==> config.mk <==
export PLATFORM = sky130hd
export DESIGN_NAME = dbp_port
export DESIGN_NICKNAME = d
export VERILOG_FILES = /design/src/dbp_pkg.sv /design/src/dbp_port.sv
export SDC_FILE = /design/constraint.sdc
export NUM_CORES = 1
export LEC_CHECK = 0
export ABC_AREA = 1
export BUFFER_PORTS_ARGS = -buffer_cell sky130_fd_sc_hd__buf_2
export CORE_MARGIN = 2
export CORE_UTILIZATION = 35
export CTS_CLUSTER_SIZE = 20
export DETAILED_ROUTE_END_ITERATION = 6
export MAX_ROUTING_LAYER = met4
export PLACE_DENSITY = 0.56
export SKIP_LAST_GASP = 1
export SLEW_MARGIN = 20
export SYNTH_ARGS = -nofsm -noshare
export SYNTH_HDL_FRONTEND = slang
export SYNTH_SLANG_ARGS = --single-unit
==> constraint.sdc <==
create_clock -name clk -period 1.3 [get_ports clk]
set_clock_uncertainty 0.1 [all_clocks]
set_input_delay 0.13 -clock clk [delete_from_list [all_inputs] [get_ports clk]]
set_output_delay 0.13 -clock clk [all_outputs]
set_load 0.02 [all_outputs]
==> src/dbp_pkg.sv <==
// Constants for the dual byte bidirectional port block
// Assumes a data-memory style CPU bus with 8-bit addresses
`default_nettype none
package dbp_pkg;
  // ==========================================
  // Register locations
  localparam logic [7:0] DBP_ADDR_FIRST_DATA = 8'h12;
  localparam logic [7:0] DBP_ADDR_FIRST_DIR = 8'h13;
  localparam logic [7:0] DBP_ADDR_SECOND_DATA = 8'h14;
  localparam logic [7:0] DBP_ADDR_SECOND_DIR = 8'h15;
  // ==========================================
  // Values after reset
  localparam logic [7:0] DBP_RST_DATA = 8'hff;
  localparam logic [7:0] DBP_RST_DIR = 8'hff;
  localparam logic [7:0] DBP_RST_RDATA = 8'h00;
  localparam logic [7:0] DBP_RST_EDGE = 8'hff;
  // ==========================================
  // Bit set/clear and byte complement operation codes
  typedef enum logic [1:0] {
    DBP_OP_SET = 2'b00,
    DBP_OP_CLR = 2'b01,
    DBP_OP_CPL = 2'b10
  } dbp_bitop_t;
endpackage : dbp_pkg
`default_nettype wire

==> src/dbp_port.sv <==
// Two 8-bit bidirectional ports with latches, direction bits and wake-up
// Assumes CPU strobes are one clock long and pins are synchronous to clk
//
// What this block does
// - Sixteen lines, data latches at 12H, 14H
// - Reads of input lines return live pins, no input latch
// - Written latch value holds until rewritten
// - Per-line direction: 1 input, 0 push-pull
// - Read gives pad if input, latch if output
// - Direction registers live at 13H and 15H
// - Power-on, pin, normal watchdog reset: all ones
// - Watchdog time-out while halted changes nothing
// - Bit set/clear on either port latch
// - Read-modify-write reads all eight line states
// - First port wake-up fixed by factory option
// - Pull-high option applies to all lines
`timescale 1ns/1ps
`default_nettype none
module dbp_port #(
  parameter bit WAKE_OPTION = 1'b1,
  parameter bit PULL_OPTION = 1'b1
) (
  input wire logic clk,
  input wire logic rst_b,
  input wire logic wdt_timeout,
  input wire logic halted,
  input wire logic [7:0] addr,
  input wire logic wr_en,
  input wire logic [7:0] wr_data,
  input wire logic rd_en,
  output logic [7:0] rd_data,
  input wire logic bit_en,
  input wire dbp_pkg::dbp_bitop_t bit_op,
  input wire logic [2:0] bit_sel,
  input wire logic [15:0] pin_in,
  output logic [15:0] pin_out,
  output logic [15:0] pin_oe,
  output logic [15:0] pull_en,
  output logic wake
);
  import dbp_pkg::*;

  logic [7:0] first_port_data_q;
  logic [7:0] first_port_direction_q;
  logic [7:0] second_port_data_q;
  logic [7:0] second_port_direction_q;
  logic [7:0] first_in_prev_q;
  logic [7:0] rd_data_q;
  logic port_reset;
  logic [7:0] view_first;
  logic [7:0] view_second;
  logic [7:0] bit_mask;
  logic [7:0] rmw_first;
  logic [7:0] rmw_second;

  // ==========================================
  // Read view of each port
  function automatic logic [7:0] line_view(input logic [7:0] dir, input logic [7:0] lat,
                                           input logic [7:0] pad);
    line_view = (dir & pad) | (~dir & lat);
  endfunction : line_view

  function automatic logic [7:0] apply_op(input logic [7:0] val, input logic [7:0] mask,
                                          input dbp_bitop_t op);
    unique case (op)
      DBP_OP_SET: apply_op = val | mask;
      DBP_OP_CLR: apply_op = val & ~mask;
      DBP_OP_CPL: apply_op = ~val;
      default: apply_op = val;
    endcase
  endfunction : apply_op

  assign view_first = line_view(first_port_direction_q, first_port_data_q, pin_in[7:0]);
  assign view_second = line_view(second_port_direction_q, second_port_data_q, pin_in[15:8]);
  assign bit_mask = 8'h01 << bit_sel;
  assign rmw_first = apply_op(view_first, bit_mask, bit_op);
  assign rmw_second = apply_op(view_second, bit_mask, bit_op);

  // Watchdog reset only counts while running
  assign port_reset = !rst_b || (wdt_timeout && !halted);

  // ==========================================
  // First port registers
  always_ff @(posedge clk) begin
    if (port_reset) begin
      first_port_data_q <= DBP_RST_DATA;
      first_port_direction_q <= DBP_RST_DIR;
    end else begin
      if (wr_en && addr == DBP_ADDR_FIRST_DATA) begin
        first_port_data_q <= wr_data;
      end else if (bit_en && addr == DBP_ADDR_FIRST_DATA) begin
        first_port_data_q <= rmw_first;
      end
      if (wr_en && addr == DBP_ADDR_FIRST_DIR) begin
        first_port_direction_q <= wr_data;
      end
    end
  end

  // ==========================================
  // Second port registers
  always_ff @(posedge clk) begin
    if (port_reset) begin
      second_port_data_q <= DBP_RST_DATA;
      second_port_direction_q <= DBP_RST_DIR;
    end else begin
      if (wr_en && addr == DBP_ADDR_SECOND_DATA) begin
        second_port_data_q <= wr_data;
      end else if (bit_en && addr == DBP_ADDR_SECOND_DATA) begin
        second_port_data_q <= rmw_second;
      end
      if (wr_en && addr == DBP_ADDR_SECOND_DIR) begin
        second_port_direction_q <= wr_data;
      end
    end
  end

  // ==========================================
  // Read data
  always_ff @(posedge clk) begin
    if (!rst_b) begin
      rd_data_q <= DBP_RST_RDATA;
    end else if (rd_en) begin
      unique case (addr)
        DBP_ADDR_FIRST_DATA: rd_data_q <= view_first;
        DBP_ADDR_FIRST_DIR: rd_data_q <= first_port_direction_q;
        DBP_ADDR_SECOND_DATA: rd_data_q <= view_second;
        DBP_ADDR_SECOND_DIR: rd_data_q <= second_port_direction_q;
        default: rd_data_q <= 8'h00;
      endcase
    end
  end
  assign rd_data = rd_data_q;

  // ==========================================
  // Pins
  assign pin_out = {second_port_data_q, first_port_data_q};
  assign pin_oe = ~{second_port_direction_q, first_port_direction_q};
  assign pull_en = PULL_OPTION ? 16'hffff : 16'h0000;

  // ==========================================
  // Wake-up
  always_ff @(posedge clk) begin
    if (!rst_b) begin
      first_in_prev_q <= DBP_RST_EDGE;
    end else begin
      first_in_prev_q <= pin_in[7:0];
    end
  end
  assign wake = WAKE_OPTION && halted &&
                |(first_in_prev_q & ~pin_in[7:0] & first_port_direction_q);

  // ==========================================
  // Checks
  chk_reset_ones: assert property (@(posedge clk) !rst_b |=>
    first_port_data_q == 8'hff && second_port_direction_q == 8'hff)
    else $error("port not all ones after reset");
  chk_halt_wdt_keep: assert property (@(posedge clk) disable iff (!rst_b)
    (wdt_timeout && halted && !wr_en && !bit_en) |=> $stable(first_port_data_q))
    else $error("halted watchdog changed latch");
  chk_latch_hold: assert property (@(posedge clk) disable iff (!rst_b)
    (!wr_en && !bit_en && !wdt_timeout) |=> $stable(second_port_data_q))
    else $error("latch changed without write");
  chk_write_store: assert property (@(posedge clk) disable iff (!rst_b)
    (wr_en && addr == 8'h14 && !wdt_timeout) |=> second_port_data_q == $past(wr_data))
    else $error("second latch write lost");
  chk_dir_write: assert property (@(posedge clk) disable iff (!rst_b)
    (wr_en && addr == 8'h13 && !wdt_timeout) |=> first_port_direction_q == $past(wr_data))
    else $error("first direction write lost");
  chk_read_view: assert property (@(posedge clk) disable iff (!rst_b)
    (rd_en && addr == 8'h12) |=> rd_data == (($past(first_port_direction_q) & $past(pin_in[7:0]))
    | (~$past(first_port_direction_q) & $past(first_port_data_q))))
    else $error("first port read mismatch");
  chk_drive_dir: assert property (@(posedge clk) disable iff (!rst_b)
    (wr_en && addr == DBP_ADDR_SECOND_DIR && !wdt_timeout)
    |=> pin_oe[15:8] == ~$past(wr_data))
    else $error("drive enable mismatch");
  chk_bit_set: assert property (@(posedge clk) disable iff (!rst_b)
    (bit_en && !wr_en && bit_op == DBP_OP_SET && addr == 8'h12 && !wdt_timeout)
    |=> first_port_data_q[$past(bit_sel)])
    else $error("bit set failed");
  chk_wake_run: assert property (@(posedge clk) !halted |-> !wake)
    else $error("wake while running");

  // ==========================================
  // Checks: more register writes
  chk_first_write: assert property (@(posedge clk) disable iff (!rst_b)
    (wr_en && addr == DBP_ADDR_FIRST_DATA && !wdt_timeout)
    |=> first_port_data_q == $past(wr_data))
    else $error("first latch write lost");
  chk_second_dir: assert property (@(posedge clk) disable iff (!rst_b)
    (wr_en && addr == DBP_ADDR_SECOND_DIR && !wdt_timeout)
    |=> second_port_direction_q == $past(wr_data))
    else $error("second direction write lost");
  chk_bit_clear: assert property (@(posedge clk) disable iff (!rst_b)
    (bit_en && !wr_en && bit_op == DBP_OP_CLR && addr == DBP_ADDR_FIRST_DATA && !wdt_timeout)
    |=> !first_port_data_q[$past(bit_sel)])
    else $error("bit clear failed");
  chk_cpl_byte: assert property (@(posedge clk) disable iff (!rst_b)
    (bit_en && !wr_en && bit_op == DBP_OP_CPL && addr == DBP_ADDR_SECOND_DATA && !wdt_timeout)
    |=> second_port_data_q == ~(($past(second_port_direction_q) & $past(pin_in[15:8]))
    | (~$past(second_port_direction_q) & $past(second_port_data_q))))
    else $error("byte complement failed");

  // ==========================================
  // Checks: reset, watchdog, read data and wake
  chk_wdt_run_reset: assert property (@(posedge clk) disable iff (!rst_b)
    (wdt_timeout && !halted)
    |=> first_port_direction_q == DBP_RST_DIR && second_port_data_q == DBP_RST_DATA)
    else $error("running watchdog did not reset port");
  chk_halt_dir_keep: assert property (@(posedge clk) disable iff (!rst_b)
    (wdt_timeout && halted && !wr_en) |=> $stable(second_port_direction_q))
    else $error("halted watchdog changed direction");
  chk_second_read: assert property (@(posedge clk) disable iff (!rst_b)
    (rd_en && addr == DBP_ADDR_SECOND_DATA)
    |=> rd_data == (($past(second_port_direction_q) & $past(pin_in[15:8]))
    | (~$past(second_port_direction_q) & $past(second_port_data_q))))
    else $error("second port read mismatch");
  chk_unmapped_read: assert property (@(posedge clk) disable iff (!rst_b)
    (rd_en && (addr < DBP_ADDR_FIRST_DATA || addr > DBP_ADDR_SECOND_DIR))
    |=> rd_data == 8'h00)
    else $error("unmapped read not zero");
  chk_rd_hold: assert property (@(posedge clk) disable iff (!rst_b)
    !rd_en |=> $stable(rd_data))
    else $error("read data moved without read");
  chk_wake_edge: assert property (@(posedge clk) disable iff (!rst_b)
    (WAKE_OPTION && halted && |($past(pin_in[7:0]) & ~pin_in[7:0] & first_port_direction_q))
    |-> wake)
    else $error("falling input did not wake");
endmodule : dbp_port
`default_nettype wire

==> flow_metrics.env <==
export IMPL_drv_slew=0
export IMPL_end_kind="output port"
export IMPL_htreeDepth=2
export IMPL_cts_tree="built"
export IMPL_final_cells=701
export IMPL_yosysMostFrequentCell="nand2_1"
export IMPL_path_class="register to output port"
export IMPL_area_growth_pct=33.2
export IMPL_utilization_pct=47.4
export IMPL_setup_slack_ns=-0.129
export IMPL_cts_buffers=5
export IMPL_yosys_area_top_type="dfxtp_1"
export IMPL_nFillCells=954
export IMPL_yosys_warnings=0
export IMPL_grt_max_degree=33
export IMPL_synthXorXnorAreaFrac_pct=0
export IMPL_drive_gt1_share_pct=34.6
export IMPL_wirelength_mm=9.98
export IMPL_async_reset_ff_share_pct=0
export IMPL_timing_fmax_mhz=700
export IMPL_p_total_uw=2960
export IMPL_post_drt_wl_per_cell_um=14.2
export IMPL_min_path_type="input pin to register"
export IMPL_ant_nets=0
export IMPL_startpoint_type="register"
export IMPL_cts_clk_slew_worst_paths_ns=0.09
export IMPL_synthAdderAreaFrac_pct=0
export IMPL_overflow=0
export IMPL_clk_latency_ns=0.30
export IMPL_hold_viol_final=0
export IMPL_violations="setup timing"
export IMPL_drt_pass1_iter_count=6
export IMPL_cts_sinks=48
export IMPL_final_nets=637
export IMPL_die_width_um=97.7
export IMPL_die_h_um=97.7
export IMPL_rows=34
export IMPL_p_leak_uw=0.00214
export IMPL_hpwl_mm=7.69
export IMPL_yosys_register_bits=48
export IMPL_synth_compound_area_share_pct=17.8
export IMPL_powerDensity_nw_per_um2=722
export IMPL_setup_violations=2
export IMPL_vias_per_cell=4.97
export IMPL_port_buffers=84
export IMPL_grt_pass1_wl_mm=15.6
export IMPL_fin_crit_sh_pct=110
export IMPL_drt_iter0_drc=149
export IMPL_synth_area_per_cell_um2=6.59
export IMPL_synth_edff_count=0
export IMPL_synthMuxAreaShare_pct=0
export IMPL_grt_pass1_vias=3292
export IMPL_clock_path_buffers=2
export IMPL_grt_usage_pct=20.7
export IMPL_io_pins=101
export IMPL_crit_arrival_ns=1.20
export IMPL_root_buffer="clkbuf_8"
export IMPL_synthDominantCellAreaShare_pct=31.2
export IMPL_ys_top_cells_by_area="dfxtp_1 (31%), nand2_1 (17%), nand3_1 (10%), a21oi_1 (6.0%), inv_1 (5.0%)"
export IMPL_cp_max_fo=3
export IMPL_ys_seq_area_share_pct=31.2
export IMPL_yosys_top_cells_count="nand2_1 (142), nand3_1 (62), dfxtp_1 (48)"
export IMPL_dp_cells=676
export IMPL_ir_drop_v=0.000342
export IMPL_start_util_pct=35.6
export IMPL_worst_slew_pin_slew_ns=0.569
export IMPL_slew_headroom_pct=61.9
export IMPL_die_area_um2=9550
export IMPL_max_cap_violations=0
export IMPL_syn_area_um2=3080
export IMPL_fp_coreArea_um2=8640
export IMPL_worstPathRequired_ns=1.07
export IMPL_num_vias=3484
export IMPL_netlist_instances=467
export IMPL_synth_top_family_by_area="simple AND/OR/NAND/NOR gates"
export IMPL_antennaDiodeCount=0
export IMPL_status="finished, violations left"
export IMPL_rsz0062_at_grt="true"
export IMPL_post_place_ws_ns=-0.0791
export IMPL_antenna_found_initial=0
export IMPL_synthFlopType="dfxtp_1"
export IMPL_yosys_area_share_simple_pct=36.8
export IMPL_finalCriticalPeriod_ns=1.43
export IMPL_drc_errors=0
export IMPL_place_congestion=0.901
export IMPL_yosysUniqueCellTypes=29
-- worst paths after layout --
kind	endpoint	slack [ns]	cells past startpoint	from
setup reg to reg	rd_data[4]$_SDFFE_PN0P_	0.03	8	first_port_direction_q[4]$_SDFFE_PP1P_
hold reg to reg	rd_data[6]$_SDFFE_PN0P_	0.37	2	rd_data[6]$_SDFFE_PN0P_
setup / recovery	wake	-0.13	4	first_port_direction_q[3]$_SDFFE_PP1P_
hold / removal	second_port_direction_q[1]$_SDFFE_PP1P_	0.01	3	wr_data[1]
-- cells by family (layout without fill, tap and decap cells) --
kind of cell	Yosys count	in the layout
flops	48	48
other cells	1	16
simple gates	246	246
compound gates	92	92
buf+inv	80	191
-- sequential cells by signal, indices dropped and copies added, names as in the netlist --
register and cells:
first_port_direction_q 8, rd_data 8, first_in_prev_q 8, second_port_direction_q 8
second_port_data_q 8, first_port_data_q 8
-- layer usage --
layer  global-route usage (%)  wire length, µm
met5                        -                0
met4                     5.13              206
met2                     36.1             4980
met3                     3.58              548
met1                     25.0             4250
-- worst max-delay path, stage by stage (launching register included) --
cell	delay (ns)
dfxtp_2	0.35
nand3_2	0.08
o2111ai_2	0.12
o21a_1	0.22
buf_6	0.13
-- layout make-up --
cell class | instances | area, µm² | share of cell area [%]
clock buffers | 5 | 68.8 | 1.68
flip-flops and latches | 48 | 975 | 23.8
multi-input cells | 354 | 1820 | 44.5
repair buffers | 135 | 895 | 21.8
inverters | 49 | 189 | 4.61
clock inverters | 2 | 12.5 | 0.305
well taps | 108 | 135 | 3.30
-- timing repair --
action                                  4_1_cts  5_1_grt
pin swaps                                     4        9
setup buffers                                 4        4
endpoints found under the setup margin        1       13
hold buffers                                 10        0
endpoints found under the hold margin        11        0
resized for setup                            14       37
-- layout by cell type (no fill, tap or decap), types with 3 or more instances in the layout --
| cell | n |
|---|---|
| o211ai_1 | 3 |
| o21ai_0 | 12 |
| buf_12 | 4 |
| buf_4 | 36 |
| nand3_2 | 9 |
| nand2_1 | 134 |
| or2_2 | 3 |
| a21oi_2 | 8 |
| a21oi_1 | 37 |
| clkbuf_8 | 5 |
| o21ai_2 | 5 |
| buf_2 | 82 |
| inv_2 | 11 |
| nor2_2 | 3 |
| dfxtp_1 | 37 |
| nand4_1 | 7 |
| dfxtp_2 | 11 |
| nand2_2 | 11 |
| buf_6 | 3 |
| nand3_1 | 56 |
| inv_1 | 36 |
| conb_1 | 16 |
| nor2_1 | 15 |
| o21ai_1 | 20 |
| nor2_8 | 3 |
| dlygate4sd3_1 | 10 |
-- metrics by stage --
| stage | hold slack [ns] | TNS (ns) | area, µm² |
|---|---|---|---|
| 2_1_floorplan | 0.127 | 0 | 3130 |
| 6_report | 0.0114 | -0.142 | 4100 |
| 3_3_place_gp | 0.237 | -0.415 | 3740 |
| 3_5_place_dp | 0.243 | -0.715 | 3740 |
| 5_1_grt | 0.00626 | -0.401 | 4100 |
| 4_1_cts | 0.00687 | -0.233 | 3990 |
-- report_power, final --
part           internal (µW)  total (µW)  leakage, µW  switching [µW]
sequential              1480        1490     0.000385            7.52
clock                    365         877    0.0000400             512
combinational            219         590      0.00172             371
(Power assumes the default switching activity.)
